`src/design/coc_regs.svh`:
```
// register offsets, field positions and constants of the overlay checker
`ifndef COC_REGS_SVH
`define COC_REGS_SVH
`define COC_ADR_CTRL     4'h0
`define COC_ADR_DATA     4'h1
`define COC_ADR_STAT     4'h2
`define COC_ADR_RESULT   4'h3
`define COC_ADR_W63      4'h4
`define COC_ADR_W88      4'h5
`define COC_ADR_W82      4'h6
`define COC_ADR_W83      4'h7
`define COC_ADR_W84      4'h8
`define COC_ADR_W94      4'h9
`define COC_ADR_MAXLBA0  4'ha
`define COC_ADR_MAXLBA1  4'hb
`define COC_ADR_STATE    4'hc
`define COC_ADR_NATIVE0  4'hd
`define COC_ADR_NATIVE1  4'he
`define COC_REVISION     16'h0001
`define COC_SIGNATURE    8'ha5
`define COC_LAST_WORD    8'hff
`define COC_CH_CSUM      8'hff
`define COC_CH_REV       8'h00
`define COC_CH_MAXLBA    8'h03
`define COC_W63_RST      16'h0007
`define COC_W88_RST      16'h003f
`define COC_W82_RST      16'h0403
`define COC_W83_RST      16'h0762
`define COC_W84_RST      16'h0003
`define COC_W94_RST      16'h8080
`define COC_NATIVE_RST   48'h0400_0000_0000
`define COC_CTRL_START   0
`define COC_STAT_BSY     7
`define COC_STAT_DRDY    6
`define COC_STAT_ERR     0
`define COC_ERR_ABRT     2
`endif

```
`src/design/coc_pkg.sv`:
```
// types of the overlay checker
package coc_pkg;
    typedef enum logic [1:0] {IDLE, LOAD, CHECK, APPLY} coc_state_type;
endpackage

```
`src/design/coc_top.sv`:
```
// device configuration overlay checker with wishbone register access
// Operation
// - first overlay word must be revision 0001h, else abort
// - clearing mwdma2 clears w63 bit2; refused while mwdma2 active
// - clearing mwdma1 clears w63 bit1; refused if mode2 kept or 1/2 active
// - clearing mwdma0 is always rejected
// - clearing udma5 clears w88 bit5; refused while udma5 selected
// - clearing udma n refused if higher kept or n-or-higher selected
// - words 3-6 set max lba; identify words 60,61,100-103 follow
// - with protected area established, max lba kept and command aborted
// - data in protected region untouched by max lba change
// - clearing w7 bit8 clears bit10 of 83/86 and keeps only the low 28 bits of max lba
// - clearing w7 bit7 clears 82/85 b10, 83/86 b8; refused with hpa
// - clearing w7 bit6 clears w83 bit9 and acoustic word 94
// - clearing w7 bit5 clears bit1 of words 83 and 86
// - clearing w7 bit4 clears bits 5,6 and word 94; refused by jumper
// - clearing w7 bit3 clears bit1 of 82/85; refused if security on
// - w7 bit2 clears 84/87 bit0; bit1 clears 84/87 bit1
// - clearing w7 bit0 clears 82/85 bit0; aborts if bits1,2 kept or on
// - last word low byte a5h, high byte two's complement checksum
// - all bytes of words 0-255 summed modulo 256 must be zero
// - checksum failure aborts with ffh in cylinder high
// - illegal max lba aborts with offset 3 in cylinder high
// - overlay bits set where current config is clear are ignored
`timescale 1ns/1ps
`default_nettype none
`include "coc_regs.svh"
module coc_top
(
    // clock and reset
    input  wire logic        CLK,
    input  wire logic        SRST,
    // wishbone slave
    input  wire logic        WB_CYC_I,
    input  wire logic        WB_STB_I,
    input  wire logic        WB_WE_I,
    input  wire logic [5:0]  WB_ADR_I,
    input  wire logic [3:0]  WB_SEL_I,
    input  wire logic [31:0] WB_DAT_I,
    output logic [31:0]      WB_DAT_O,
    output logic             WB_ACK_O,
    // drive state pins
    input  wire logic [2:0]  MWDMA_SEL,
    input  wire logic        MWDMA_SEL_VALID,
    input  wire logic [2:0]  UDMA_SEL,
    input  wire logic        UDMA_SEL_VALID,
    input  wire logic        HPA_SET,
    input  wire logic        PUIS_JUMPER,
    input  wire logic        SECURITY_ON,
    input  wire logic        SMART_ON,
    // completion
    output logic             CMD_DONE
);
    // two-flop sync of drive state pins
    logic [11:0] pin_s1_r;
    logic [11:0] pin_s2_r;
    logic [2:0]  mw_sel;
    logic        mw_val;
    logic [2:0]  ud_sel;
    logic        ud_val;
    logic        hpa;
    logic        puis;
    logic        sec;
    logic        smart;

    always_ff @(posedge CLK)
    begin
        pin_s1_r <= {MWDMA_SEL, MWDMA_SEL_VALID, UDMA_SEL, UDMA_SEL_VALID,
                     HPA_SET, PUIS_JUMPER, SECURITY_ON, SMART_ON};
        pin_s2_r <= pin_s1_r;
    end
    assign {mw_sel, mw_val, ud_sel, ud_val, hpa, puis, sec, smart} = pin_s2_r;

    // state
    coc_pkg::coc_state_type st_r, st_nxt;
    logic [7:0]  idx_r, idx_nxt;
    logic [7:0]  sum_r, sum_nxt;
    logic [15:0] ov_r [0:7];
    logic [15:0] ov_nxt [0:7];
    logic [15:0] w63_r, w63_nxt, w88_r, w88_nxt;
    logic [15:0] w82_r, w82_nxt, w83_r, w83_nxt;
    logic [15:0] w84_r, w84_nxt, w94_r, w94_nxt;
    logic [47:0] maxlba_r, maxlba_nxt;
    logic [7:0]  err_r, err_nxt, sn_r, sn_nxt, cl_r, cl_nxt, ch_r, ch_nxt;
    logic [7:0]  stat_r, stat_nxt;
    logic        done_r, done_nxt;
    logic        ack_r, ack_nxt;
    logic [31:0] dat_r, dat_nxt;
    logic [47:0] native_r;

    // bus decode
    logic        wb_req;
    logic        wr_ctrl;
    logic        wr_data;
    logic [3:0]  adr;
    assign wb_req  = WB_CYC_I && WB_STB_I && !ack_r;
    assign adr     = WB_ADR_I[5:2];
    assign wr_ctrl = wb_req && WB_WE_I && adr == `COC_ADR_CTRL
                     && WB_SEL_I[0] && WB_DAT_I[`COC_CTRL_START];
    assign wr_data = wb_req && WB_WE_I && adr == `COC_ADR_DATA
                     && (&WB_SEL_I[1:0]);

    // restriction evaluation on the latched overlay
    logic [15:0] clr1, clr2, clr7, bad1, bad2, bad7;
    logic [15:0] new_w63, new_w88, new_w82, new_w83, new_w84, new_w94;
    logic [47:0] req_lba;
    logic        lba_change, lba_bad, rev_bad;

    always_comb
    begin
        // ignore bits the current config already reports clear
        clr1 = w63_r & ~ov_r[1] & 16'h0007;
        clr2 = w88_r & ~ov_r[2] & 16'h003f;
        clr7 = {7'h00, w83_r[10], w82_r[10], w83_r[9], w83_r[1],
                w83_r[5], w82_r[1], w84_r[0], w84_r[1], w82_r[0]}
               & ~ov_r[7] & 16'h01ff;
        bad1 = 16'h0000;
        bad1[2] = clr1[2] && mw_val && mw_sel == 3'd2;
        bad1[1] = clr1[1] && (!clr1[2] && w63_r[2]
                  || mw_val && (mw_sel == 3'd1 || mw_sel == 3'd2));
        bad1[0] = clr1[0];
        bad2 = 16'h0000;
        bad2[5] = clr2[5] && ud_val && ud_sel == 3'd5;
        for (int n = 0; n < 5; n++)
        begin
            bad2[n] = clr2[n] && ((|((w88_r & ~clr2 & 16'h003f) >> (n + 1)))
                      || ud_val && 32'(ud_sel) >= n);
        end
        bad7 = 16'h0000;
        bad7[7] = clr7[7] && hpa;
        bad7[4] = clr7[4] && puis;
        bad7[3] = clr7[3] && sec;
        bad7[0] = clr7[0] && (!clr7[1] || !clr7[2] || smart);
        req_lba    = {ov_r[6], ov_r[5], ov_r[4]};
        lba_change = {ov_r[6], ov_r[5], ov_r[4], ov_r[3]} != {maxlba_r,
                     16'h0000};
        lba_bad    = lba_change && (hpa || ov_r[3] != 16'h0000
                     || {ov_r[3], ov_r[4], ov_r[5], ov_r[6]} == 64'h0
                     || {ov_r[6], ov_r[5], ov_r[4]} > native_r);
        rev_bad    = ov_r[0] != `COC_REVISION;
        // new capability words, only committed in apply
        new_w63 = w63_r & ~clr1;
        new_w88 = w88_r & ~clr2;
        new_w82 = w82_r;
        new_w83 = w83_r;
        new_w84 = w84_r;
        new_w94 = w94_r;
        if (clr7[8]) new_w83[10] = 1'b0;
        if (clr7[7])
        begin
            new_w82[10] = 1'b0;
            new_w83[8]  = 1'b0;
        end
        if (clr7[6])
        begin
            new_w83[9] = 1'b0;
            new_w94    = 16'h0000;
        end
        if (clr7[5]) new_w83[1] = 1'b0;
        if (clr7[4])
        begin
            new_w83[6:5] = 2'b00;
            new_w94      = 16'h0000;
        end
        if (clr7[3]) new_w82[1] = 1'b0;
        if (clr7[2]) new_w84[0] = 1'b0;
        if (clr7[1]) new_w84[1] = 1'b0;
        if (clr7[0]) new_w82[0] = 1'b0;
    end
    assign native_r = `COC_NATIVE_RST;

    // next-state logic
    always_comb
    begin
        st_nxt = st_r;
        idx_nxt = idx_r;
        sum_nxt = sum_r;
        for (int i = 0; i < 8; i++) ov_nxt[i] = ov_r[i];
        w63_nxt = w63_r;
        w88_nxt = w88_r;
        w82_nxt = w82_r;
        w83_nxt = w83_r;
        w84_nxt = w84_r;
        w94_nxt = w94_r;
        maxlba_nxt = maxlba_r;
        err_nxt = err_r;
        sn_nxt = sn_r;
        cl_nxt = cl_r;
        ch_nxt = ch_r;
        stat_nxt = stat_r;
        done_nxt = 1'b0;
        unique case (st_r)
            coc_pkg::IDLE:
                if (wr_ctrl)
                begin
                    st_nxt = coc_pkg::LOAD;
                    idx_nxt = 8'h00;
                    sum_nxt = 8'h00;
                    stat_nxt = 8'h80;
                    err_nxt = 8'h00;
                end
            coc_pkg::LOAD:
                if (wr_data)
                begin
                    // modulo-256 byte sum, carries dropped
                    sum_nxt = sum_r + WB_DAT_I[7:0] + WB_DAT_I[15:8];
                    if (idx_r < 8'd8) ov_nxt[idx_r[2:0]] = WB_DAT_I[15:0];
                    if (idx_r == `COC_LAST_WORD)
                    begin
                        // signature folded into check as checksum fault
                        if (WB_DAT_I[7:0] != `COC_SIGNATURE)
                            sum_nxt = 8'h01;
                        st_nxt = coc_pkg::CHECK;
                    end
                    idx_nxt = idx_r + 8'h01;
                end
            coc_pkg::CHECK:
            begin
                // every check decided before any write-back
                st_nxt = coc_pkg::IDLE;
                done_nxt = 1'b1;
                sn_nxt = 8'h00;
                cl_nxt = 8'h00;
                ch_nxt = 8'h00;
                if (sum_r != 8'h00)
                    ch_nxt = `COC_CH_CSUM;
                else if (rev_bad)
                    ch_nxt = `COC_CH_REV;
                else if (|bad1)
                begin
                    ch_nxt = 8'h01;
                    sn_nxt = bad1[7:0];
                end
                else if (|bad2)
                begin
                    ch_nxt = 8'h02;
                    sn_nxt = bad2[7:0];
                end
                else if (lba_bad)
                    ch_nxt = `COC_CH_MAXLBA;
                else if (|bad7)
                begin
                    ch_nxt = 8'h07;
                    sn_nxt = bad7[7:0];
                    cl_nxt = bad7[15:8];
                end
                else
                    st_nxt = coc_pkg::APPLY;
                if (st_nxt == coc_pkg::IDLE)
                begin
                    err_nxt = 8'h04;
                    stat_nxt = 8'h41;
                end
                else
                    done_nxt = 1'b0;
            end
            coc_pkg::APPLY:
            begin
                w63_nxt = new_w63;
                w88_nxt = new_w88;
                w82_nxt = new_w82;
                w83_nxt = new_w83;
                w84_nxt = new_w84;
                w94_nxt = new_w94;
                // only the reported limit moves, media is never touched
                if (lba_change) maxlba_nxt = req_lba;
                if (!new_w83[10]) maxlba_nxt = (lba_change ? req_lba
                    : maxlba_r) & 48'h0000_0fff_ffff;
                stat_nxt = 8'h40;
                done_nxt = 1'b1;
                st_nxt = coc_pkg::IDLE;
            end
        endcase
    end

    // bus answer: ack one cycle after request, unmapped reads zero
    always_comb
    begin
        ack_nxt = wb_req;
        dat_nxt = 32'h0000_0000;
        if (wb_req && !WB_WE_I)
        begin
            unique case (adr)
                `COC_ADR_STAT:    dat_nxt = {24'h0, stat_r};
                `COC_ADR_RESULT:  dat_nxt = {err_r, sn_r, cl_r, ch_r};
                `COC_ADR_W63:     dat_nxt = {16'h0, w63_r};
                `COC_ADR_W88:     dat_nxt = {16'h0, w88_r};
                `COC_ADR_W82:     dat_nxt = {16'h0, w82_r};
                `COC_ADR_W83:     dat_nxt = {16'h0, w83_r};
                `COC_ADR_W84:     dat_nxt = {16'h0, w84_r};
                `COC_ADR_W94:     dat_nxt = {16'h0, w94_r};
                `COC_ADR_MAXLBA0: dat_nxt = maxlba_r[31:0];
                `COC_ADR_MAXLBA1: dat_nxt = {16'h0, maxlba_r[47:32]};
                `COC_ADR_STATE:   dat_nxt = {22'h0, st_r, idx_r};
                default:          dat_nxt = 32'h0000_0000;
            endcase
        end
    end

    always_ff @(posedge CLK)
    begin
        if (SRST)
        begin
            st_r <= coc_pkg::IDLE;
            idx_r <= 8'h00;
            sum_r <= 8'h00;
            for (int i = 0; i < 8; i++) ov_r[i] <= 16'h0000;
            w63_r <= `COC_W63_RST;
            w88_r <= `COC_W88_RST;
            w82_r <= `COC_W82_RST;
            w83_r <= `COC_W83_RST;
            w84_r <= `COC_W84_RST;
            w94_r <= `COC_W94_RST;
            maxlba_r <= `COC_NATIVE_RST;
            err_r <= 8'h00;
            sn_r <= 8'h00;
            cl_r <= 8'h00;
            ch_r <= 8'h00;
            stat_r <= 8'h40;
            done_r <= 1'b0;
            ack_r <= 1'b0;
            dat_r <= 32'h0000_0000;
        end
        else
        begin
            st_r <= st_nxt;
            idx_r <= idx_nxt;
            sum_r <= sum_nxt;
            for (int i = 0; i < 8; i++) ov_r[i] <= ov_nxt[i];
            w63_r <= w63_nxt;
            w88_r <= w88_nxt;
            w82_r <= w82_nxt;
            w83_r <= w83_nxt;
            w84_r <= w84_nxt;
            w94_r <= w94_nxt;
            maxlba_r <= maxlba_nxt;
            err_r <= err_nxt;
            sn_r <= sn_nxt;
            cl_r <= cl_nxt;
            ch_r <= ch_nxt;
            stat_r <= stat_nxt;
            done_r <= done_nxt;
            ack_r <= ack_nxt;
            dat_r <= dat_nxt;
        end
    end

    assign WB_ACK_O = ack_r;
    assign WB_DAT_O = dat_r;
    assign CMD_DONE = done_r;
endmodule // coc_top
`default_nettype wire

```
`config.mk`:
```
export PLATFORM = sky130hd
export DESIGN_NAME = coc_top
export DESIGN_NICKNAME = d
export VERILOG_FILES = /design/src/design/coc_pkg.sv /design/src/design/coc_top.sv
export VERILOG_INCLUDE_DIRS = /design/src /design/src/design
export SDC_FILE = /design/constraint.sdc
export NUM_CORES = 1
export LEC_CHECK = 0
export ABC_CLOCK_PERIOD_IN_PS = 2800
export BUFFER_PORTS_ARGS = -buffer_cell sky130_fd_sc_hd__buf_2
export CAP_MARGIN = 5
export CORE_MARGIN = 10
export CORE_UTILIZATION = 45
export DETAILED_ROUTE_END_ITERATION = 10
export SKIP_CTS_REPAIR_TIMING = 1
export SYNTH_ARGS = -nofsm -noshare
export SYNTH_HDL_FRONTEND = slang
export SYNTH_SLANG_ARGS = --single-unit
```
`constraint.sdc`:
```
create_clock -name CLK -period 2.8 [get_ports CLK]
set_input_delay 0.28 -clock CLK [delete_from_list [all_inputs] [get_ports CLK]]
set_output_delay 0.28 -clock CLK [all_outputs]
set_load 0.01 [all_outputs]
```
==> results.tsv, run 1 <==
metric	value	unit
rsz0062_at_grt	no	
rr_worst_depth	9	
fin_skew	0.0171	ns
synth_top_cell_by_area	dfxtp_1	
max_cap_viol_count	0	
drt-wirelength-per-cell	21.2	um
peakVddDrop	0.368	mV
initial_core_util	0.460	
worst_slack	0.190	ns
tightest_slew	0.934	ns
area_delta_synth_final	17.7	%
clock_latency	0.55	ns
numCtsBuffers	28	
portBuffers	72	
holdCritPathClass	in -> reg	
synth_top_area_frac	0.473	
final-setup-viol-count	0	
overflow	0	
synth_seq_cells	256	
place_inst	1529	
cts.sinks	256	
reg2reg_slack	0.19	ns
finalCritPeriodShare	0.932	
end_kind	flip-flop	
worstPathRequired	3.19	ns
io_pins	93	
chipWidth	175	um
netlist-cell-type-count	67	
critical_path_class	reg -> reg	
drt.antenna.violating_nets	0	
status	finished, final reports clean	
grt_antenna_before_repair	0	
synthCells	1158	
dieArea	30700	sq um
syn_nets	1232	
grt_max_degree	168	
hold_end	ov_r[1][9]	
slew_headroom	0.377	
final_util	0.542	
place.gp.congestion	0.916	
synthArstFlopShare	0	
hold_viol	0	
grt_pass1_vias	8575	
dp_hpwl	23.7	mm
finalWirelength	33.8	mm
fin_cells	1589	
cp_max_fo	3	
cts_tree	done	
start_kind	flip-flop	
power_density	598	nW/um^2
power.leakage	5.13	nW
timing.setup.tns	0	ns
fp.dieH	175	um
antennaDiodeCount	0	
clk_pin_slew_worst_paths	0.06	ns
synth_area	10800	sq um
clock-root-buffer	clkbuf_16	
reg2reg_from	sum_r[1]	
yosysWarnings	0	
layout-drive-gt1-share	0.148	
drt_first_pass_iters	6	
drt_iter0_drc	1013	
grtUsageTotal	0.212	
place_ws	0.128	ns
vias_per_cell	5.71	
synth-seq-area-share	0.473	
r2r-end	sum_r[7]	
core-area	23500	sq um
slew_violations	0	
dominantRegCellSynth	dfxtp_1	
holdPathStages	3	
final_nets	1326	
drcViolationCount	0	
ctsLongestPathBuffers	3	
h-tree-depth	1	
routed-via-count	9078	
timing.fmax	383	MHz
syn_avg_cell_area	9.35	sq um
min_period	2.61	ns
fillers	2197	
num_rows	56	
min_from	WB_DAT_I[9]	
grt_pass1_wl	51.4	mm
ys_top_cells_by_area	dfxtp_1 (47%), mux2i_1 (9.2%), nor2_1 (5.3%)	
critical_path_arrival	3.00	ns
synth-edff-count	0	
==> cell usage in the layout (no fill, tap or decap), types with 7 or more instances in the layout <==
cell / count
and2_1: 10
buf_2: 71
clkbuf_8: 7
dfxtp_1: 256
fa_1: 8
nand2_1: 67
a21oi_1: 54
clkbuf_16: 29
mux2_2: 7
nand4_1: 18
o21ai_1: 24
nor4_1: 26
a22oi_1: 22
nor2_1: 153
dlygate4sd3_1: 12
buf_4: 54
mux2i_1: 100
xor2_1: 9
nand2b_1: 12
o32ai_1: 20
nand3_1: 43
inv_1: 32
nor3_1: 15
ha_1: 7
xnor2_1: 51
o21ai_0: 33
nor2b_1: 12
a222oi_1: 7
==> layer usage <==
metal / vias to the layer above / part of all wire / GRT usage
met5: - / 0 / 0
met4: 0 / 0.025 / 0.0600
met3: 51 / 0.075 / 0.0403
met2: 328 / 0.44 / 0.332
met1: 4379 / 0.46 / 0.292
li1: 4320 / - / -
==> layout make-up <==
cell class / instances / area [sq um] / area share
Timing Repair Buffer: 141 / 961 / 0.0754
Clock buffer: 41 / 841 / 0.0660
Sequential cell: 256 / 5120 / 0.402
Clock inverter: 7 / 38.8 / 0.00304
Tap cell: 319 / 399 / 0.0313
Multi-Input combinational cell: 793 / 5260 / 0.413
Inverter: 32 / 120 / 0.00942
==> cell usage after synthesis, types with 4 or more instances <==
cell type  instances
nor2b_1           12
nor4bb_1           4
fa_1               8
nor3_1            15
and2_1            10
a221oi_1           4
o21ai_0           33
nand2_1           67
nand4_1           18
nand3_1           43
dfxtp_1          256
o31ai_1            4
a222oi_1           7
a22oi_1           22
a22o_1             4
xor2_1             9
a21o_1             4
clkbuf_1          56
ha_1               7
a21oi_1           54
nor4_1            26
a211oi_1           4
a32oi_1            6
nand2b_1          12
nor3b_1            4
a32o_1             4
nor2_1           153
inv_1             32
and4_1             4
mux2i_1          100
buf_2             10
buf_4              4
o21ai_1           24
xnor2_1           51
nand3b_1           6
buf_1              6
mux2_2             7
o32ai_1           20
==> worst max-delay path by stage <==
stage | startpoint | end | slack (ns) | depth (start not counted)
after floorplan | sum_r[1] | sum_r[7] | 0.43 | 9
after global placement | WB_DAT_I[1] | sum_r[7] | 0.15 | 10
after detailed placement | WB_DAT_I[1] | sum_r[7] | 0.13 | 10
after CTS | sum_r[1] | sum_r[7] | 0.22 | 9
after global routing | sum_r[1] | sum_r[7] | 0.09 | 9
final | sum_r[1] | sum_r[7] | 0.19 | 9
==> stage by stage <==
stage,hold WS (ns),cell area (sq um),power (mW)
CTS,-0.180,12600,7.66
detailed placement,0.312,11700,4.15
global placement,0.311,11700,4.15
floorplan,0.308,10800,3.98
finish,0.0559,12700,7.62
global route,0.0786,12700,7.84
==> flip-flops by register name, summed over array words and instances, names as in the netlist, 2 cells and up <==
| register | count |
|---|---|
| pin_s2_r | 12 |
| sum_r | 8 |
| w88_r | 6 |
| maxlba_r | 48 |
| w83_r | 5 |
| pin_s1_r | 12 |
| w84_r | 2 |
| w82_r | 2 |
| WB_DAT_O | 32 |
| sn_r | 7 |
| stat_r | 3 |
| st_r | 2 |
| ov_r | 98 |
| ch_r | 4 |
| idx_r | 8 |
| w63_r | 3 |
==> where the power goes <==
part / switching [mW] / internal (mW) / leakage (nW)
clock: 1.47 / 2.06 / 0.442
sequential: 0.0206 / 3.67 / 2.07
combinational: 0.257 / 0.143 / 2.62
total: 1.74 / 5.88 / 5.13
==> critical path, cell delays in order, from the launching register on <==
cell,delay (ns)
dfxtp_1,0.38
fa_1,0.45
ha_1,0.24
fa_1,0.40
a21o_1,0.19
a21oi_1,0.21
o21bai_1,0.09
a21oi_1,0.19
mux2i_1,0.21
a21oi_1,0.08
==> kinds of logic after synthesis <==
group,Yosys count,synth area share
AOI/OAI and AO/OA,220,0.138
xor gates and xnor gates,60,0.0485
adders and majority gates,15,0.0229
and+or+nand+nor,390,0.175
DFF,256,0.473
muxes,108,0.102
buffers and inverters,109,0.0410
(Power assumes the default switching activity.)
==> run 2: changes to the inputs <==
Settings changed: ABC_AREA from default to 1.
==> run 2 against run 1 <==
Compared with the run above:
- combinational power hardly changed
- critical endpoint is now ov_r[1][23]
- die area up 0.63%
- sequential cell count is the same
- final cell count increased by 21%
- non-clock buffer count decreased by 21
- clock skew about the same
- sequential share of layout area fell by 0.28 points
- routed wire length is essentially flat
- hold slack gained 0.019 ns
==> results.tsv, run 2 <==
metric	value	unit
status	finished, final reports clean	
power.leakage	5.27	nW
hold_viol	0	
finalWirelength	33.7	mm
grt_max_degree	77	
critical_path.max_stage_delay	0.50	ns
power.switching	1.77	mW
finalCritPeriodShare	0.843	
holdCritPathClass	in -> reg	
rsz0062_at_grt	no	
cts_tree	done	
place_ws	0.301	ns
crit_family	simple AND/OR/NAND/NOR gates	
rr_worst_depth	8	
place.gp.congestion	0.933	
power_density	625	nW/um^2
overflow	0	
seq_area	5120	sq um
clk_pin_slew_worst_paths	0.06	ns
final-setup-viol-count	0	
reg2reg_from	WB_ACK_O	
crit_buf_inv	1	
worstPathRequired	3.22	ns
cp_cell_sequence	nor2_1, nand2_1, nor4b_2, nor3b_4, nand3_2, buf_4, o21ai_0, a21oi_1	
initial_core_util	0.460	
r2r-end	ov_r[1][23]	
layout_common_cells	nand2_1 (305), dfxtp_1 (256), inv_1 (202)	
slew_headroom	0.542	
numCtsBuffers	28	
setup.worst_path.end	ov_r[1][23]	
io_pins	93	
timing.fmax	424	MHz
power_frac_seq	0.460	
layout-drive-gt1-share	0.104	
clock-root-buffer	clkbuf_16	
fin_cells	1929	
startpoint	WB_ACK_O	
dominantRegCellSynth	dfxtp_1	
vias_per_cell	5.18	
end_kind	flip-flop	
critical_path_class	reg -> reg	
fin_skew	0.0174	ns
dieArea	30900	sq um
final_common_cell	nand2_1	
worst_slack	0.440	ns
grt_antenna_before_repair	0	
synth_top_cell_by_area	dfxtp_1	
h-tree-depth	1	
syn_nets	1573	
drt-wirelength-per-cell	17.5	um
synthCells	1499	
grtUsageTotal	0.214	
ys_top_cells_by_count	nand2_1 (306), dfxtp_1 (256), inv_1 (203)	
drt_iter0_drc	866	
synth-seq-area-share	0.470	
fillers	2363	
cts.sinks	256	
peakVddDrop	0.383	mV
cp.depth	8	
p_int	6.25	mW
min_period	2.36	ns
final_nets	1662	
netlist-cell-type-count	41	
cp_max_fo	23	
ctsLongestPathBuffers	3	
largest_reg_flops	98	
synth_area	10900	sq um
core-area	23700	sq um
dp_hpwl	24.3	mm
holdPathStages	5	
synth_top_area_frac	0.470	
ys_top_cells_by_area	dfxtp_1 (47%), nand2_1 (11%), a21oi_1 (8.9%)	
grt_pass1_vias	9483	
drcViolationCount	0	
syn_avg_cell_area	7.28	sq um
pwr-share-comb	0.050	
place_inst	1865	
timing.setup.tns	0	ns
sw_frac_of_total	0.220	
portBuffers	72	
reg2reg_slack	0.44	ns
critical_path_arrival	2.78	ns
synthArstFlopShare	0	
grt_pass1_wl	52.8	mm
fp.dieH	176	um
power	8.02	mW
drt_first_pass_iters	6	
drt.antenna.violating_nets	0	
max_cap_viol_count	0	
slew_violations	0	
chipWidth	176	um
num_rows	56	
routed-via-count	9989	
slowest_stage	nor3b_4	
synth_seq_cells	256	
start_kind	flip-flop	
tightest_slew	0.681	ns
clock_latency	0.54	ns
multi_input_area	4760	sq um
clkPwrFrac	0.490	
antennaDiodeCount	0	
area_delta_synth_final	17.7	%
yosysWarnings	0	
synth-edff-count	0	
synth.most_common_cell	nand2_1	
final_util	0.542	
regMostFlops	ov_r	
[run 2: cell count changes after synthesis, sizes merged, moves of 12 or more]
| cell | previous run | this run |
|---|---|---|
| o21ai | 57 | 160 |
| o32ai | 20 | 0 |
| nor4 | 27 | 3 |
| inv | 32 | 203 |
| mux2i | 100 | 0 |
| nand2b | 12 | 0 |
| xnor2 | 51 | 7 |
| nor2b | 12 | 0 |
| a21oi | 54 | 194 |
| nand3 | 43 | 83 |
| nand2 | 67 | 307 |
| nor2 | 154 | 127 |
| a22oi | 22 | 2 |
[run 2: cell families after synthesis]
| family | after synthesis | share of synthesized area |
|---|---|---|
| flops | 256 | 0.470 |
| simple gates | 559 | 0.215 |
| buf+inv | 266 | 0.0942 |
| fa+ha+maj | 15 | 0.0227 |
| xor+xnor | 14 | 0.0112 |
| compound gates | 389 | 0.187 |
[run 2: worst min-delay path, delay by kind of cell]
family	cells	cell delay [ns]
buf+inv	2	0.15
simple gates	3	0.12
[run 2: cell type report]
class | instances | share of cell area
sequential | 256 | 0.399
multi-input combinational | 977 | 0.370
clock buffer | 42 | 0.0658
timing repair buffer | 120 | 0.0614
inverter | 205 | 0.0600
tap | 319 | 0.0311
clock inverter | 10 | 0.0120
[run 2: through the flow]
stage | hold slack [ns] | area (sq um)
floorplan | 0.308 | 10900
global placement | 0.310 | 11700
detailed placement | 0.312 | 11700
CTS | -0.185 | 12700
global route | 0.0965 | 12800
finish | 0.0750 | 12800
[run 2: how the worst min path moves through the flow]
stage,start,end,slack [ns]
after detailed placement,pin_s1_r[2],pin_s2_r[2],0.31
after CTS,HPA_SET,pin_s1_r[3],-0.18
after global placement,pin_s1_r[7],pin_s2_r[7],0.31
after floorplan,SMART_ON,pin_s1_r[0],0.31
after global routing,WB_STB_I,WB_ACK_O,0.1
final,WB_STB_I,WB_ACK_O,0.08
[run 2: power groups by stage]
stage                     Clock (mW)  Combinational (mW)  Sequential, mW
final                           3.93               0.400            3.69
after detailed placement           0               0.383            3.77
after global placement             0               0.381            3.77
after CTS                       4.01               0.384            3.69
after global routing            4.14               0.444            3.69
after floorplan                    0               0.210            3.77
[run 2: routing by layer]
layer | track usage | share of wire | vias up | routed length [um]
li1 | - | - | 5060 | -
met1 | 0.278 | 0.44 | 4567 | 14900
met2 | 0.346 | 0.45 | 307 | 15300
met3 | 0.0510 | 0.080 | 55 | 2700
met4 | 0.0590 | 0.026 | 0 | 865
met5 | 0 | 0 | - | 0
==> run 3: changes to the inputs <==
Settings changed: ABC_CLOCK_PERIOD_IN_PS 2800 to 2090, PLACE_DENSITY from default to 0.65.
Clock period 2.8 ns to 2.09 ns, I/O delays scaled along.
==> run 3 against run 2 <==
Compared with the run above:
- the run now ends with negative setup slack left
- highest routed layer unchanged
- clock skew decreased by 0.0013 ns
- core utilization rose by 5.4 points
- hold slack worse by 0.067 ns
- power grew 31%
- via count up 8.2%
- sequential cell count unchanged
- global-route usage is 0.11 points lower
- register-to-register slack worse by 0.57 ns
- maximum frequency is 6.4% higher
- largest cell class is now multi-input combinational cells
- sequential power up 34%
==> results.tsv, run 3 (synthesis results as in run 2) <==
metric	value	unit
status	complete, but fails checks	
failed_checks	negative setup slack	
grtUsageTotal	0.213	
critical_path_class	reg -> reg	
pwr-share-comb	0.065	
antennaDiodeCount	0	
min_period	2.22	ns
final_nets	1730	
holdPathStages	2	
reg2reg_slack	-0.13	ns
worstPathRequired	2.56	ns
tightest_slew	0.513	ns
cp_max_fo	2	
clkPwrFrac	0.463	
finalCritPeriodShare	1.06	
drt_iter0_drc	1075	
hold_end	sum_r[2]	
layout-drive-gt1-share	0.209	
num_rows	56	
largest_reg_flops	98	
vias_per_cell	5.42	
ctsLongestPathBuffers	3	
h-tree-depth	1	
max_cap_viol_count	0	
final-setup-viol-count	4	
reg2reg_from	sum_r[1]	
io_pins	93	
peakVddDrop	0.776	mV
chipWidth	176	um
r2r-end	sum_r[7]	
worst_slack	-0.127	ns
power_density	742	nW/um^2
regMostFlops	ov_r	
overflow	0	
power_frac_seq	0.472	
power.switching	2.46	mW
drcViolationCount	0	
grt_pass1_wl	52.7	mm
power.leakage	5.85	nW
critical_path_arrival	2.68	ns
numCtsBuffers	27	
finalWirelength	36.3	mm
clk_pin_slew_worst_paths	0.06	ns
drt_first_pass_iters	6	
core-area	23700	sq um
hold_viol	0	
drt-wirelength-per-cell	18.2	um
design_area	14100	sq um
slew_headroom	0.658	
rsz0062_at_grt	yes	
grt_pass1_vias	9700	
layout_common_cells	nand2_1 (298), dfxtp_1 (248), inv_1 (202)	
routed-via-count	10807	
area_delta_synth_final	29.4	%
clock-root-buffer	clkbuf_16	
grt_antenna_before_repair	0	
timing.fmax	451	MHz
sw_frac_of_total	0.235	
cts.sinks	256	
grt_max_degree	51	
drt.antenna.violating_nets	0	
fin_skew	0.0162	ns
rr_worst_depth	11	
slew_violations	0	
fin_cells	1995	
startpoint	sum_r[1]	
dieArea	30900	sq um
min_from	SRST	
initial_core_util	0.460	
fp.dieH	176	um
clock_latency	0.55	ns
place.gp.congestion	0.930	
cts_tree	done	
dp_hpwl	24.6	mm
final_common_cell	nand2_1	
p_int	8.01	mW
start_kind	flip-flop	
end_kind	flip-flop	
holdCritPathClass	in -> reg	
post_dp_cell_area	12200	sq um
place_inst	1914	
portBuffers	72	
-- run 3: cell count changes in the layout (fill, tap and decap cells not counted), moves of 8 or more --
cell / delta
buf_12: +8
o21ai_0: -77
dfxtp_1: -8
dfxtp_2: +8
a21oi_1: -9
a21oi_2: +9
o21ai_2: +72
clkbuf_16: +12
buf_4: +41
-- run 3: how the worst max path moves through the flow --
stage,end,slack [ns]
5_1_grt,sum_r[7],-0.24
3_3_place_gp,sum_r[7],-0.13
3_5_place_dp,sum_r[7],-0.11
4_1_cts,sum_r[7],-0.10
2_1_floorplan,sum_r[7],0.008
6_report,sum_r[7],-0.13
-- run 3: final cells by class --
class                      count  area [sq um]
clock buffer                  37           773
clock inverter                12           120
fill                        2192          9570
inverter                     205           771
multi-input combinational    977          5250
sequential                   256          5130
tap                          319           399
timing repair buffer         189          1670
-- run 3: per-layer routing --
metal	vias up	GRT usage	share of wire
met2	413	0.339	0.46
li1	5216	-	-
met4	0	0.0742	0.040
met3	94	0.0410	0.081
met5	-	0	0
met1	5084	0.282	0.42
-- run 3: power groups by stage --
stage / Clock [mW] / Sequential (mW) / Combinational [mW]
detailed placement: 0 / 5.05 / 0.557
finish: 4.85 / 4.94 / 0.680
global placement: 0 / 5.05 / 0.552
global route: 5.06 / 4.94 / 0.740
CTS: 4.89 / 4.94 / 0.560
floorplan: 0 / 5.04 / 0.282
-- run 3: critical path, stage by stage (launching register included) --
cell	delay, ns
dfxtp_2	0.33
fa_1	0.46
ha_2	0.20
fa_2	0.37
nand3_2	0.07
nand3_2	0.07
nand2_2	0.10
nand2_2	0.06
a21oi_2	0.14
xor2_1	0.15
nand2_1	0.07
a21oi_1	0.13
-- run 3: through the flow --
step / power [mW] / worst slack, ns / TNS [ns] / utilization / hold slack (ns)
floorplan: 5.33 / 0.00806 / 0 / - / 0.237
global placement: 5.60 / -0.134 / -0.153 / 0.515 / 0.311
detailed placement: 5.61 / -0.111 / -0.154 / 0.515 / 0.313
CTS: 10.4 / -0.101 / -0.151 / 0.553 / -0.246
global route: 10.7 / -0.237 / -5.62 / 0.596 / 0.0209
finish: 10.5 / -0.127 / -0.162 / 0.596 / 0.00784
